$ cat config.mk
export PLATFORM = sky130hd
export DESIGN_NAME = lpsi_core
export DESIGN_NICKNAME = d
export VERILOG_FILES = /design/src/rtl/lpsi_core.v /design/src/rtl/lpsi_conv.v
export VERILOG_INCLUDE_DIRS = /design/src /design/src/rtl
export SDC_FILE = /design/constraint.sdc
export NUM_CORES = 1
export LEC_CHECK = 0
export ABC_AREA = 1
export BUFFER_PORTS_ARGS = -buffer_cell sky130_fd_sc_hd__buf_2
export CORE_MARGIN = 2
export CORE_UTILIZATION = 30
export CTS_BUF_LIST = sky130_fd_sc_hd__clkbuf_4 sky130_fd_sc_hd__clkbuf_8 sky130_fd_sc_hd__clkbuf_16
export DETAILED_ROUTE_END_ITERATION = 8
export PLACE_DENSITY = 0.54
export SYNTH_ARGS = -nofsm -noshare
export SYNTH_HDL_FRONTEND = slang
export SYNTH_SLANG_ARGS = --single-unit
$ cat constraint.sdc
create_clock -name I_CLK -period 21.7 [get_ports I_CLK]
set_input_delay 4.34 -clock I_CLK [delete_from_list [all_inputs] [get_ports I_CLK]]
set_output_delay 4.34 -clock I_CLK [all_outputs]
set_load 0.01 [all_outputs]
$ cat src/rtl/lpsi_defs.vh
// Register offsets, field positions, reset values and timing constants of the sensor core
`ifndef LPSI_DEFS_VH
`define LPSI_DEFS_VH

// Register offsets
`define LPSI_REG_CONFIG 4'h0
`define LPSI_REG_AMB_LO 4'h1
`define LPSI_REG_AMB_HI 4'h2
`define LPSI_REG_PROX_THR 4'h3
`define LPSI_REG_AMB_DATA 4'h4
`define LPSI_REG_PROX_DATA 4'h5
`define LPSI_REG_INT_STATUS 4'h6
`define LPSI_REG_INT_CLEAR 4'h7
`define LPSI_REG_INT_ENABLE 4'h8

// Configuration field positions
`define LPSI_CFG_AMB_ON 0
`define LPSI_CFG_PROX_ON 1
`define LPSI_CFG_AMB_RANGE 2
`define LPSI_CFG_LED_HIGH 3
`define LPSI_CFG_SLEEP_LSB 4
`define LPSI_CFG_SLEEP_MSB 6
`define LPSI_CFG_PERS_LSB 7
`define LPSI_CFG_PERS_MSB 8
`define LPSI_CFG_COMBINE 9

// Interrupt status field positions
`define LPSI_INT_AMB 0
`define LPSI_INT_PROX 1
`define LPSI_INT_BOTH 2
`define LPSI_INT_PIN 3

// Reset values
`define LPSI_RST_CONFIG 10'h000
`define LPSI_RST_AMB_LO 12'h000
`define LPSI_RST_AMB_HI 12'hFFF
`define LPSI_RST_PROX_THR 8'hFF
`define LPSI_RST_INT_ENABLE 3'h0

// Times in their own units
`define LPSI_CLK_MHZ 40
`define LPSI_AMB_CONV_MS 100
`define LPSI_PROX_CONV_US 540
`define LPSI_LED_PULSE_US 100
`define LPSI_SLEEP_STEP_MS 100

// Derived cycle counts
`define LPSI_AMB_CONV_CYC (`LPSI_AMB_CONV_MS * 1000 * `LPSI_CLK_MHZ)
`define LPSI_PROX_CONV_CYC (`LPSI_PROX_CONV_US * `LPSI_CLK_MHZ)
`define LPSI_LED_PULSE_CYC (`LPSI_LED_PULSE_US * `LPSI_CLK_MHZ)
`define LPSI_SLEEP_STEP_CYC (`LPSI_SLEEP_STEP_MS * 1000 * `LPSI_CLK_MHZ)

`endif

$ cat src/rtl/lpsi_core.v
// Control core of the ambient-light and proximity sensor with interrupt logic
//
// Overview of operation
// - Ambient and proximity conversions run on two independent concurrent converters.
// - Each ambient conversion takes nominally 100 ms and yields one result.
// - Each proximity reading switches the LED on in the same cycle that its conversion starts.
// - Each proximity conversion takes nominally 540 us.
// - LED pulse lasts 100 us per reading; sink amplitude selectable 110/220 mA.
// - Programmable sleep between proximity pulses, longest setting 800 ms.
// - Ambient range selectable 125 or 2000 lux; code proportional to light.
// - Ambient event when result lies outside the low/high threshold window.
// - Proximity event when result exceeds the proximity threshold.
// - Ambient and proximity thresholds are separate and independently programmable.
// - Interrupt after 1/4/8/16 consecutive triggers; a miss restarts the count.
// - Combined option: pin only when both conditions hold together, persistence applied.
// - Each event drives the interrupt pin and sets readable status bits; here the pin only follows events whose enable bit is set.
// - Interrupt pin is active-low open-drain: pulls low or releases.
// - Ambient results are 12-bit, proximity results 8-bit.
// - Cleared enable stops that channel; both cleared powers the sensor down.
//
// Our own choices: the placing of the registers and the strobed register port.
`timescale 1ns/1ps
`include "lpsi_defs.vh"
module lpsi_core #(
    parameter CW = 26,
    parameter [CW-1:0] AMB_CYC = `LPSI_AMB_CONV_CYC,
    parameter [CW-1:0] PROX_CYC = `LPSI_PROX_CONV_CYC,
    parameter [CW-1:0] SLEEP_CYC = `LPSI_SLEEP_STEP_CYC,
    parameter [6:0] ADDR_BASE = 7'h20
) (
    input wire I_CLK,
    input wire I_RST,
    input wire [3:0] I_ADDR,
    input wire [15:0] I_WDATA,
    input wire I_WE,
    input wire I_RE,
    output wire [15:0] O_RDATA,
    input wire I_SLAVE_ADDR_SELECT_PIN,
    output wire [6:0] O_SLAVE_ADDR,
    input wire [11:0] I_AMB_CODE,
    input wire [7:0] I_PROX_CODE,
    output wire O_AMB_ADC_ON,
    output wire O_AMB_RANGE,
    output wire O_PROX_ADC_ON,
    output wire O_LED_SINK_DRIVE,
    output wire O_LED_HIGH_CURRENT,
    output wire O_PWR_DOWN,
    input wire I_INT_N_I,
    output wire O_INT_N_O,
    output wire O_INT_N_OE
);

    localparam [CW-1:0] LED_CYC = `LPSI_LED_PULSE_CYC;
    localparam [1:0] P_IDLE = 2'h0;
    localparam [1:0] P_CONV = 2'h1;
    localparam [1:0] P_SLEEP = 2'h2;

    // Persistence code to number of consecutive triggers
    function [4:0] pers_need;
        input [1:0] code;
        begin
            case (code)
                2'h0: pers_need = 5'h01;
                2'h1: pers_need = 5'h04;
                2'h2: pers_need = 5'h08;
                default: pers_need = 5'h10;
            endcase
        end
    endfunction

    // Saturating consecutive-trigger counter; a miss returns it to zero
    function [4:0] pers_next;
        input [4:0] cnt;
        input cond;
        input [4:0] need;
        begin
            if (!cond) begin
                pers_next = 5'h00;
            end else if (cnt >= need) begin
                pers_next = need;
            end else begin
                pers_next = cnt + 5'h01;
            end
        end
    endfunction

    // Software-visible state
    reg [9:0] cfg_q;
    reg [11:0] amb_lo_q;
    reg [11:0] amb_hi_q;
    reg [7:0] prox_thr_q;
    reg [2:0] int_en_q;
    reg [2:0] int_st_q;
    reg [2:0] int_st_d;
    reg [15:0] rdata_q;
    reg [15:0] rdata_d;

    // Pin synchronisers
    reg [11:0] amb_s1_q;
    reg [11:0] amb_s2_q;
    reg [7:0] prox_s1_q;
    reg [7:0] prox_s2_q;
    reg asel_s1_q;
    reg asel_s2_q;
    reg intp_s1_q;
    reg intp_s2_q;

    // Proximity sequencing
    reg [1:0] pst_q;
    reg [1:0] pst_d;
    reg [CW-1:0] pcnt_q;
    reg [CW-1:0] pcnt_d;
    reg led_q;
    reg led_d;

    // Interrupt evaluation
    reg [4:0] amb_pc_q;
    reg [4:0] prox_pc_q;
    reg [4:0] both_pc_q;
    reg prox_cond_q;
    reg int_q;
    reg [6:0] slave_addr_q;

    wire amb_on;
    wire prox_on;
    wire combine;
    wire [4:0] need;
    wire [2:0] sleep_code;
    wire [CW-1:0] sleep_len;
    wire amb_busy;
    wire amb_done;
    wire [11:0] amb_res;
    wire prox_busy;
    wire prox_done;
    wire [7:0] prox_res;
    wire amb_cond;
    wire prox_cond;
    wire [4:0] amb_pc_n;
    wire [4:0] prox_pc_n;
    wire [4:0] both_pc_n;
    wire [2:0] ev;
    wire wr_clear;

    assign amb_on = cfg_q[`LPSI_CFG_AMB_ON];
    assign prox_on = cfg_q[`LPSI_CFG_PROX_ON];
    assign combine = cfg_q[`LPSI_CFG_COMBINE];
    assign need = pers_need(cfg_q[`LPSI_CFG_PERS_MSB:`LPSI_CFG_PERS_LSB]);
    assign sleep_code = cfg_q[`LPSI_CFG_SLEEP_MSB:`LPSI_CFG_SLEEP_LSB];
    // Sleep is one to eight steps
    assign sleep_len = SLEEP_CYC * ({{(CW-3){1'b0}}, sleep_code} + {{(CW-1){1'b0}}, 1'b1});

    // Two flops on the front-end code, address select and interrupt pins before use; front-end codes are held stable across conversion end
    always @(posedge I_CLK or posedge I_RST) begin
        if (I_RST) begin
            amb_s1_q <= 12'h000;
            amb_s2_q <= 12'h000;
            prox_s1_q <= 8'h00;
            prox_s2_q <= 8'h00;
            asel_s1_q <= 1'b0;
            asel_s2_q <= 1'b0;
            intp_s1_q <= 1'b1;
            intp_s2_q <= 1'b1;
        end else begin
            amb_s1_q <= I_AMB_CODE;
            amb_s2_q <= amb_s1_q;
            prox_s1_q <= I_PROX_CODE;
            prox_s2_q <= prox_s1_q;
            asel_s1_q <= I_SLAVE_ADDR_SELECT_PIN;
            asel_s2_q <= asel_s1_q;
            intp_s1_q <= I_INT_N_I;
            intp_s2_q <= intp_s1_q;
        end
    end

    // Address follows the tied select level
    always @(posedge I_CLK or posedge I_RST) begin
        if (I_RST) begin
            slave_addr_q <= 7'h00;
        end else begin
            slave_addr_q <= {ADDR_BASE[6:1], asel_s2_q};
        end
    end

    // One result per AMB_CYC conversion period
    lpsi_conv #(
        .W(12),
        .CW(CW)
    ) u_amb (
        .i_clk(I_CLK),
        .i_rst(I_RST),
        .i_start(amb_on && !amb_done),
        .i_abort(!amb_on),
        .i_len(AMB_CYC),
        .i_code(amb_s2_q),
        .o_busy(amb_busy),
        .o_done(amb_done),
        .o_result(amb_res)
    );

    // Proximity converter, 540 us, 8-bit result
    lpsi_conv #(
        .W(8),
        .CW(CW)
    ) u_prox (
        .i_clk(I_CLK),
        .i_rst(I_RST),
        .i_start(pst_q == P_IDLE && prox_on),
        .i_abort(!prox_on),
        .i_len(PROX_CYC),
        .i_code(prox_s2_q),
        .o_busy(prox_busy),
        .o_done(prox_done),
        .o_result(prox_res)
    );

    // Proximity sequence: LED on at start, convert, then sleep
    always @* begin
        pst_d = pst_q;
        pcnt_d = pcnt_q;
        led_d = 1'b0;
        case (pst_q)
            P_IDLE: begin
                pcnt_d = {CW{1'b0}};
                if (prox_on) begin
                    pst_d = P_CONV;
                    led_d = 1'b1;
                end
            end
            P_CONV: begin
                pcnt_d = pcnt_q + {{(CW-1){1'b0}}, 1'b1};
                led_d = (pcnt_d < LED_CYC);
                if (prox_done) begin
                    pst_d = P_SLEEP;
                    pcnt_d = {CW{1'b0}};
                    led_d = 1'b0;
                end
            end
            P_SLEEP: begin
                pcnt_d = pcnt_q + {{(CW-1){1'b0}}, 1'b1};
                if (pcnt_d >= sleep_len) begin
                    pst_d = P_IDLE;
                end
            end
            default: begin
                pst_d = P_IDLE;
            end
        endcase
        // Disabling the channel stops it at once
        if (!prox_on) begin
            pst_d = P_IDLE;
            led_d = 1'b0;
        end
    end

    // Proximity sequence registers
    always @(posedge I_CLK or posedge I_RST) begin
        if (I_RST) begin
            pst_q <= P_IDLE;
            pcnt_q <= {CW{1'b0}};
            led_q <= 1'b0;
        end else begin
            pst_q <= pst_d;
            pcnt_q <= pcnt_d;
            led_q <= led_d;
        end
    end

    assign amb_cond = (amb_res < amb_lo_q) || (amb_res > amb_hi_q);
    assign prox_cond = (prox_res > prox_thr_q);
    assign amb_pc_n = pers_next(amb_pc_q, amb_cond, need);
    assign prox_pc_n = pers_next(prox_pc_q, prox_cond, need);
    // Combined condition, judged at each ambient result against the latest proximity
    assign both_pc_n = pers_next(both_pc_q, amb_cond && prox_cond_q, need);
    assign ev[`LPSI_INT_AMB] = amb_done && !combine && (amb_pc_n == need);
    assign ev[`LPSI_INT_PROX] = prox_done && !combine && (prox_pc_n == need);
    assign ev[`LPSI_INT_BOTH] = amb_done && combine && (both_pc_n == need);

    // Counters advance only when a result arrives
    always @(posedge I_CLK or posedge I_RST) begin
        if (I_RST) begin
            amb_pc_q <= 5'h00;
            prox_pc_q <= 5'h00;
            both_pc_q <= 5'h00;
            prox_cond_q <= 1'b0;
        end else begin
            if (amb_done) begin
                amb_pc_q <= amb_pc_n;
                both_pc_q <= both_pc_n;
            end
            if (prox_done) begin
                prox_pc_q <= prox_pc_n;
                prox_cond_q <= prox_cond;
            end
            // Stale evidence is dropped when a channel stops
            if (!amb_on) begin
                amb_pc_q <= 5'h00;
                both_pc_q <= 5'h00;
            end
            if (!prox_on) begin
                prox_pc_q <= 5'h00;
                prox_cond_q <= 1'b0;
            end
        end
    end

    assign wr_clear = I_WE && (I_ADDR == `LPSI_REG_INT_CLEAR);

    // Sticky status; a new event wins over a clear in the same cycle
    always @* begin
        int_st_d = int_st_q;
        if (wr_clear) begin
            int_st_d = int_st_q & ~I_WDATA[2:0];
        end
        int_st_d = int_st_d | ev;
    end

    // Status and pin registers
    always @(posedge I_CLK or posedge I_RST) begin
        if (I_RST) begin
            int_st_q <= 3'h0;
            int_q <= 1'b0;
        end else begin
            int_st_q <= int_st_d;
            int_q <= |(int_st_d & int_en_q);
        end
    end

    // Separate threshold sets, plus configuration writes
    always @(posedge I_CLK or posedge I_RST) begin
        if (I_RST) begin
            cfg_q <= `LPSI_RST_CONFIG;
            amb_lo_q <= `LPSI_RST_AMB_LO;
            amb_hi_q <= `LPSI_RST_AMB_HI;
            prox_thr_q <= `LPSI_RST_PROX_THR;
            int_en_q <= `LPSI_RST_INT_ENABLE;
        end else if (I_WE) begin
            case (I_ADDR)
                `LPSI_REG_CONFIG: cfg_q <= I_WDATA[9:0];
                `LPSI_REG_AMB_LO: amb_lo_q <= I_WDATA[11:0];
                `LPSI_REG_AMB_HI: amb_hi_q <= I_WDATA[11:0];
                `LPSI_REG_PROX_THR: prox_thr_q <= I_WDATA[7:0];
                `LPSI_REG_INT_ENABLE: int_en_q <= I_WDATA[2:0];
                default: begin
                end
            endcase
        end
    end

    // Read mux; data stand for one cycle only, unmapped and write-only offsets read zero
    always @* begin
        rdata_d = 16'h0000;
        if (I_RE) begin
            case (I_ADDR)
                `LPSI_REG_CONFIG: rdata_d = {6'h00, cfg_q};
                `LPSI_REG_AMB_LO: rdata_d = {4'h0, amb_lo_q};
                `LPSI_REG_AMB_HI: rdata_d = {4'h0, amb_hi_q};
                `LPSI_REG_PROX_THR: rdata_d = {8'h00, prox_thr_q};
                `LPSI_REG_AMB_DATA: rdata_d = {4'h0, amb_res};
                `LPSI_REG_PROX_DATA: rdata_d = {8'h00, prox_res};
                `LPSI_REG_INT_STATUS: rdata_d = {12'h000, !intp_s2_q, int_st_q};
                `LPSI_REG_INT_ENABLE: rdata_d = {13'h0000, int_en_q};
                default: rdata_d = 16'h0000;
            endcase
        end
    end

    // Read data register
    always @(posedge I_CLK or posedge I_RST) begin
        if (I_RST) begin
            rdata_q <= 16'h0000;
        end else begin
            rdata_q <= rdata_d;
        end
    end

    // Outputs to the host and the analog side
    assign O_RDATA = rdata_q;
    assign O_SLAVE_ADDR = slave_addr_q;
    // Range select steers front-end gain; the code stays proportional
    assign O_AMB_RANGE = cfg_q[`LPSI_CFG_AMB_RANGE];
    assign O_AMB_ADC_ON = amb_busy;
    assign O_PROX_ADC_ON = prox_busy;
    assign O_LED_SINK_DRIVE = led_q;
    // Amplitude select, high means 220 mA
    assign O_LED_HIGH_CURRENT = cfg_q[`LPSI_CFG_LED_HIGH];
    // Both channels off powers the sensor down
    assign O_PWR_DOWN = !amb_on && !prox_on;
    // Open drain: only ever drives low
    assign O_INT_N_O = 1'b0;
    assign O_INT_N_OE = int_q;

endmodule

$ cat src/rtl/lpsi_conv.v
// One conversion timer: runs for a given length and captures the front-end code at its end
`timescale 1ns/1ps
module lpsi_conv #(
    parameter W = 12,
    parameter CW = 26
) (
    input wire i_clk,
    input wire i_rst,
    input wire i_start,
    input wire i_abort,
    input wire [CW-1:0] i_len,
    input wire [W-1:0] i_code,
    output wire o_busy,
    output wire o_done,
    output wire [W-1:0] o_result
);

    reg busy_q;
    reg busy_d;
    reg done_q;
    reg done_d;
    reg [CW-1:0] cnt_q;
    reg [CW-1:0] cnt_d;
    reg [W-1:0] result_q;
    reg [W-1:0] result_d;

    // Next state; the result only moves when a conversion finishes
    always @* begin
        busy_d = busy_q;
        done_d = 1'b0;
        cnt_d = cnt_q;
        result_d = result_q;
        if (busy_q) begin
            if (i_abort) begin
                busy_d = 1'b0;
            end else if (cnt_q == i_len - {{(CW-1){1'b0}}, 1'b1}) begin
                busy_d = 1'b0;
                done_d = 1'b1;
                result_d = i_code;
            end else begin
                cnt_d = cnt_q + {{(CW-1){1'b0}}, 1'b1};
            end
        end else if (i_start && !i_abort) begin
            busy_d = 1'b1;
            cnt_d = {CW{1'b0}};
        end
    end

    // State registers
    always @(posedge i_clk or posedge i_rst) begin
        if (i_rst) begin
            busy_q <= 1'b0;
            done_q <= 1'b0;
            cnt_q <= {CW{1'b0}};
            result_q <= {W{1'b0}};
        end else begin
            busy_q <= busy_d;
            done_q <= done_d;
            cnt_q <= cnt_d;
            result_q <= result_d;
        end
    end

    assign o_busy = busy_q;
    assign o_done = done_q;
    assign o_result = result_q;

endmodule

Yosys cells after proc, flatten, opt, wreduce, memory -nomap -nowiden
Cells that the tools add are included.

cells by class
  eq/ne operators = 25
  add/subtract/negate cells = 7
  mux-type cells = 49
  div/mod/pow operators = 0
  reductions and logical operators = 36
  order comparisons = 8
  multiply operators = 1
  shift-type cells = 0
  bitwise operators = 4

operators by type and width
  cell                   number
  $mux 26                9
  $pmux 12 s8            1
  $add 26x1->26 const B  3
  $pmux 26 s3            1
  $mux 5                 12
  $eq 26x15->1 const B   1
  $eq 26x22->1 const B   1
  $ge 26x26->1           1
  $lt 26x12->1 const B   1
  $mul 14x4->18 const A  1
  $mux 1                 18
  $eq 4x3->1 const B     4
  $add 5x1->5 const B    3
  $eq 5x5->1             3
  $ge 5x5->1             3
  $pmux 5 s3             1
  $logic_and 1x1->1      13
  $gt 12x12->1           1
  $lt 12x12->1           1
  $mux 12                1
  $reduce_and 2->1       6
  $reduce_and 3->1       4
  $eq 4x2->1 const B     2
  $gt 8x8->1             1
  23 further kinds       38

word-level totals
  word-level logic and storage cells = 162
  bits in latches = 0
  memories = 0
  memory bits (writable) = 0
  input port bits = 46
  output and inout port bits = 31
  ROM bits = 0
  register bits after elaboration = 232

Depth between registers and ports, before layout
Gate-level depths: netlist (run 1).

  depth in word-level cells = 10
  depth in mapped cells = 24
  gate-level depth less buffers = 24

Cells and area by module
Synthesis (run 1) repeated with hierarchy kept, for this count alone.

second synthesis, totals
  cells, all modules = 2145
  area total of the unflattened synthesis = 15697.6 um^2

by module, submodules not included
  module               times used  seq. area each (um^2)  area an instance (um^2)  cells an instance
  lpsi_core            1           3831.2                 8973.6                   1085
  lpsi_conv at u_amb   1           1001.0                 3379.5                   525
  lpsi_conv at u_prox  1           900.9                  3344.5                   535

Least setup slack after synthesis (run 1)
Ideal clock, no wire load.

  kind = input port to flip-flop
  from = in I_ADDR[2]
  to = reg rdata_q[2], in the netlist O_RDATA[2]
  required time = 21.620 ns
  library setup time = 0.080 ns
  data arrival time = 5.405 ns
  setup slack = 16.215 ns
  path buffers = 0
  stages on the path = 8
  path through = inv_1 -> nor2_1 -> inv_1 -> nor2_1 -> inv_1 -> o21ai_0 -> a311oi_1 -> a21oi_1

between the ends
  cells in the longest elaborated chain, start to end = 3
  elaborated cells on any way between the ends = 10
  classes of those cells = 7 x eq/ne; 2 x mux; 1 x reduce/logical

RTL lines
  item                                line             RTL
  start: declaration                  lpsi_core.v:33   input wire [3:0] I_ADDR,
  $eq 4x4->1 (tied with other cells)  lpsi_core.v:353  case (I_ADDR)
  $pmux 12 s8 *                       lpsi_core.v:353
  $mux 12 *                           lpsi_core.v:352  if (I_RE) begin
  via rdata_d[2]                      lpsi_core.v:96   reg [15:0] rdata_d;
  end signal: assignment              lpsi_core.v:372  rdata_q <= rdata_d;
  end: declaration                    lpsi_core.v:95   reg [15:0] rdata_q;

Mark *: on every way through the listed nets, which the timed path passes. The rest lies on a longest branch.
A chain may end at the register's enable or synchronous reset.

Worst setup path after layout (run 1)
  from = reg cfg_q[0]
  to = out O_PWR_DOWN

between the ends
  cells in the longest elaborated chain, start to end = 2

RTL lines
  item                      line             RTL
  start: declaration        lpsi_core.v:88   reg [9:0] cfg_q;
  start signal: assignment  lpsi_core.v:331  cfg_q <= `LPSI_RST_CONFIG;
  start signal: assignment  lpsi_core.v:338  `LPSI_REG_CONFIG: cfg_q <= I_WDATA[9:0];
  $logic_not 1->1           lpsi_core.v:387  assign O_PWR_DOWN = !amb_on && !prox_on;
  $logic_and 1x1->1         lpsi_core.v:387
  end: declaration          lpsi_core.v:47   output wire O_PWR_DOWN,

No other way between the ends.

==> results_dict.tcl, run 1 <==
set metrics [dict create \
    drv_cap 0 \
    async_flop_share_pct 100 \
    period_share_pct 27.4 \
    grt_pass1_wl_um 55500 \
    yosysSeqAreaShare_pct 43.7 \
    place_congestion 0.879 \
    yosysUniqueCellTypes 58 \
    wire_per_inst_um 14.4 \
    clk_latency_ns 0.57 \
    core_region_area_mm2 0.0431 \
    final_net_count 1835 \
    antenna_found_initial 1 \
    grt_max_degree 102 \
    post_cts.resized_instances 0 \
    syn_inst 1625 \
    die_x_um 213 \
    total_power_w 0.00127 \
    post-route-util_pct 34.8 \
    ys.warnings.count 0 \
    cts_tree "built" \
    grt_pass1_vias 10900 \
    power.density_mw_per_mm2 84.9 \
    ys_seq_elements 228 \
    grt_overflow 0 \
    maxSlewHeadroom_pct 38.3 \
    drtPass1Iterations 5 \
    route.detailed.drc 0 \
    hp-class "reg -> reg" \
    leakagePower_nw 7.16 \
    cts_sinks 228 \
    min_period_ns 5.94 \
    rows 76 \
    dr_total_vias 10900 \
    final.setup.tns_ns 0 \
    path_max_fanout 14 \
    cp-start-kind "register" \
    synth_edf_count 0 \
    grtUsageTotal_pct 15.1 \
    cts-root-buf "clkbuf_16" \
    ir_drop_uv 61.2 \
    finClkSkew_ns 0.0301 \
    die_y_um 213 \
    clk_path_buf_depth 3 \
    final_layout_size_suffix_gt1_share_pct 10.0 \
    viasPerCell 4.74 \
    hold_violations 0 \
    portBuffers 62 \
    ant_nets 0 \
    fin_cells 2304 \
    drt_iter0_markers 597 \
    crit_type "reg -> out" \
    crit_required_ns 17.36 \
    setup_viol 0 \
    layout_setup_ws_ns 15.76 \
    post_cts_buffers 0 \
    cts.clk_slew.worst_paths_ns 0.06 \
    outcome "completed" \
    nFillCells 4461 \
    dieArea_mm2 0.0454 \
    end_kind "primary output" \
    dp_slack_ns 15.24 \
    start_util_pct 30.4 \
    pin_count 77 \
    worstMarginPinSlew_ns 0.925 \
    area_growth_pct 14.4 \
    synth_ff_type "dfrtp_1" \
    cts-buffers-inserted 27 \
    htree_num_levels 1 \
    dp.cells 2253 \
    cp_data_arrival_time_ns 1.60 \
    timing.fmax_mhz 168 \
    grt_setup_unrepaired "false" \
    synth_area_mm2 0.0131 \
    routed_wl_um 33100 \
    slew_violations 0 \
    cts_hold_buf 0 \
    syn_avg_cell_area_um2 8.06 \
    dpl.hpwl_um 24800 \
]
## final timing paths
check	from	to	slack, ns	depth (start not counted)
max	cfg_q[0]	O_PWR_DOWN	15.76	2
min	amb_s1_q[2]	amb_s2_q[2]	0.34	0
max reg2reg	cfg_q[4]	pst_q[0]	16.60	23
min reg2reg	amb_s1_q[2]	amb_s2_q[2]	0.34	0
max in group asynchronous	I_RST	u_prox.o_result[7]	16.32	3
min in group asynchronous	I_RST	O_SLAVE_ADDR[0]	3.87	2
## synth_stat cells, types with 6 or more instances
master,count,area share (%)
a21oi_1,50,1.9
a221oi_1,6,0.40
buf_4,12,0.69
clkbuf_1,14,0.40
dfrtp_1,206,39
dfstp_2,22,4.4
ha_1,87,8.3
inv_1,241,6.9
nand2_1,402,12
nand3_1,80,3.1
nand4_1,49,2.3
nor2_1,122,3.5
nor3_1,31,1.2
nor4_1,19,0.91
o21ai_0,116,4.4
o22ai_1,31,1.5
xnor2_1,10,0.67
xor2_1,36,2.4
## final cells by class
class / count / area [um^2] / area share, %
Sequential cell: 228 / 5730 / 38.2
Antenna cell: 1 / 2.50 / 0.0167
Clock inverter: 12 / 184 / 1.23
Clock buffer: 38 / 790 / 5.26
Inverter: 246 / 931 / 6.21
Tap cell: 585 / 732 / 4.88
Multi-Input combinational cell: 1129 / 6290 / 42.0
Timing Repair Buffer: 65 / 333 / 2.22
## critical path: stages (launching register included)
cell and delay [ns]:
dfrtp_1 0.76, nor2_1 0.09, buf_2 0.18
## report_power, final
part / switching, W / internal [W]
Combinational: 0.000190 / 0.000101
Sequential: 0.0000300 / 0.000462
Clock: 0.000188 / 0.000302
## per-layer routing
metal  up-vias  global-route usage [%]  part of all wire, %
li1       5476                       -                    -
met1      5168                    20.2                   47
met2       212                    25.1                   47
met3        61                    2.09                  4.1
met4         0                    4.92                  2.4
met5         -                       0                    0
## registers in the layout, indices dropped and copies added (netlist names), 2 cells and up
name	count
int_en_q	3
amb_s2_q	12
amb_lo_q	12
O_SLAVE_ADDR	2
both_pc_q	5
u_amb.cnt_q	26
prox_s1_q	8
u_prox.cnt_q	26
amb_hi_q	12
amb_pc_q	5
int_st_q	3
prox_s2_q	8
u_prox.o_result	8
prox_pc_q	5
u_amb.o_result	12
cfg_q	10
amb_s1_q	12
O_RDATA	12
prox_thr_q	8
pcnt_q	26
pst_q	2
## layout by cell type (no fill, tap or decap), drive strengths merged, types with 22 or more instances in the layout
| cell | n |
|---|---|
| xor2 | 36 |
| nand4 | 51 |
| dfstp | 22 |
| inv | 245 |
| nor3 | 33 |
| dfrtp | 206 |
| nand3 | 84 |
| clkbuf | 38 |
| o22ai | 31 |
| buf | 65 |
| ha | 87 |
| a21oi | 50 |
| o21ai | 119 |
| nor2 | 128 |
| nand2 | 408 |
## cell families after synthesis
family,count (synthesis),share of synthesized area [%]
and+or+nand+nor,737,25.0
AOI/OAI and AO/OA,236,10.1
DFF,228,43.7
buffers and inverters,279,8.55
other,2,0.0573
adders and majority gates,92,9.07
muxes,5,0.411
xor gates and xnor gates,46,3.07
## per-stage QoR
step,area (um^2),hold WS [ns]
floorplan,13100,0.331
global placement,14000,0.331
detailed placement,14000,0.335
CTS,15000,0.345
global route,15000,0.346
finish,15000,0.342
No activity file was read; power rests on OpenSTA's default activity.
==> run 2, diff against run 1 <==
==> constraint.sdc (replaced) <==
create_clock -name I_CLK -period 6.11 [get_ports I_CLK]
set_input_delay 1.222 -clock I_CLK [delete_from_list [all_inputs] [get_ports I_CLK]]
set_output_delay 1.222 -clock I_CLK [all_outputs]
set_load 0.01 [all_outputs]
==> results_dict.tcl, run 2 (synthesized netlist as in run 1, its figures left out) <==
set metrics [dict create \
    crit_type "reg -> reg" \
    min-delay-start "prox_s1_q[5]" \
    post_cts.resized_instances 0 \
    cts_sinks 228 \
    die_y_um 213 \
    cp_data_arrival_time_ns 5.34 \
    grtUsageTotal_pct 15.2 \
    htree_num_levels 1 \
    grt_max_degree 142 \
    post_cts_buffers 0 \
    dpl.hpwl_um 25100 \
    layout_commonest_cell "nand2_1" \
    routed_wl_um 33600 \
    drv_cap 0 \
    outcome "completed" \
    slowest_stage "dfrtp_1" \
    cp_num_buf_inv 4 \
    hold_violations 0 \
    dieArea_mm2 0.0454 \
    min_period_ns 4.91 \
    drtPass1Iterations 5 \
    place_congestion 0.871 \
    timing.critical_path.from "cfg_q[4]" \
    ir_drop_uv 180 \
    pin_count 77 \
    top_layer "met4" \
    cpLargestDelayFamily "adder cells" \
    slowest_delay_ns 0.55 \
    setup_viol 0 \
    crit-reg2reg-launch "cfg_q[4]" \
    grt_pass1_vias 10600 \
    final_net_count 1834 \
    final.setup.tns_ns 0 \
    power.density_mw_per_mm2 301 \
    nFillCells 4483 \
    start_util_pct 30.4 \
    layout_setup_ws_ns 1.20 \
    timing.fmax_mhz 204 \
    path_cells "inv_1 -> ha_1 -> inv_1 -> fa_1 -> inv_1 -> fa_1 -> inv_1 -> ha_1 -> a21oi_1 -> nand2_1 -> a21oi_1 -> o21ai_0 -> xnor2_1 -> ha_1 -> nand2_1 -> nor2_1 -> nand4_1 -> nor3_1 -> nand2_1 -> nand3_1 -> o21bai_1 -> nand2_1 -> o21ai_0" \
    cts-buffers-inserted 27 \
    wire_per_inst_um 14.6 \
    grt_pass1_wl_um 55800 \
    finClkSkew_ns 0.0238 \
    grt_setup_unrepaired "false" \
    cts-root-buf "clkbuf_16" \
    period_share_pct 80.4 \
    dr_total_vias 10900 \
    wl_met3_um 1500 \
    viasPerCell 4.76 \
    rows 76 \
    core_region_area_mm2 0.0431 \
    cts.clk_slew.worst_paths_ns 0.06 \
    reg2reg_to "pst_q[0]" \
    ant_nets 0 \
    antenna_found_initial 2 \
    grt_overflow 0 \
    crit_required_ns 6.54 \
    dp_slack_ns 1.18 \
    slew_violations 0 \
    end_kind "register" \
    dr_wl_met2_um 15500 \
    route.detailed.drc 0 \
    leakagePower_nw 7.15 \
    portBuffers 62 \
    rrSetupSlack_ns 1.20 \
    min_path_cells 0 \
    top_regs "pcnt_q: 26 flops, u_amb.cnt_q: 26 flops, u_prox.cnt_q: 26 flops" \
    area_growth_pct 14.3 \
    clk_latency_ns 0.57 \
    wl_met1_um 16000 \
    cts_hold_buf 0 \
    cp-start-kind "register" \
    clk_path_buf_depth 3 \
    maxSlewHeadroom_pct 35.3 \
    die_x_um 213 \
    num_antenna_cells 0 \
    hp-class "reg -> reg" \
    reg2reg_depth 23 \
    worstMarginPinSlew_ns 0.969 \
    final_cell_mix "402 x nand2_1, 240 x inv_1, 206 x dfrtp_1, 122 x nor2_1, 116 x o21ai_0" \
    path_max_fanout 7 \
    drt_iter0_markers 696 \
    min_to "prox_s2_q[5]" \
    cts_tree "built" \
    final_layout_size_suffix_gt1_share_pct 9.96 \
]
run 2: worst max-delay path by stage:
| stage | endpoint | slack [ns] | cells after the start |
|---|---|---|---|
| after CTS | pst_q[0] | 1.17 | 23 |
| after global routing | pst_q[1] | 0.76 | 23 |
| after global placement | pst_q[1] | 1.28 | 23 |
| after detailed placement | pst_q[0] | 1.18 | 23 |
| final | pst_q[0] | 1.20 | 23 |
| after floorplan | pst_q[0] | 1.85 | 23 |
run 2: metrics by stage:
step | instances | total power [W] | utilization, % | cell area (um^2) | hold slack, ns
2_1_floorplan | 1636 | 0.00254 | - | 13200 | 0.331
3_3_place_gp | 2252 | 0.00279 | 32.6 | 14000 | 0.333
3_5_place_dp | 2252 | 0.00282 | 32.6 | 14000 | 0.335
4_1_cts | 2302 | 0.00458 | 34.8 | 15000 | 0.345
5_1_grt | 2302 | 0.00482 | 34.8 | 15000 | 0.346
6_report | 2302 | 0.00451 | 34.8 | 15000 | 0.342
run 2: power breakdown:
group | leakage [nW] | internal [W] | total (W) | switching (W)
Combinational | 3.71 | 0.000361 | 0.00104 | 0.000680
Clock | 0.480 | 0.00105 | 0.00172 | 0.000675
Sequential | 2.96 | 0.00164 | 0.00174 | 0.000102
Total | 7.15 | 0.00305 | 0.00451 | 0.00146
run 2: area by class of cell:
| class | instances | area (um^2) | area share (%) |
|---|---|---|---|
| Sequential cell | 228 | 5730 | 38.3 |
| Clock buffer | 35 | 754 | 5.03 |
| Multi-Input combinational cell | 1129 | 6290 | 42.0 |
| Clock inverter | 15 | 208 | 1.39 |
| Tap cell | 585 | 732 | 4.88 |
| Timing Repair Buffer | 64 | 338 | 2.25 |
| Inverter | 246 | 927 | 6.19 |
run 2: per-layer routing:
layer  up-vias  global-route usage, %
met5         -                      0
met4         0                   3.81
met3        45                   2.07
met2       200                   25.0
met1      5232                   21.1
li1       5472                      -
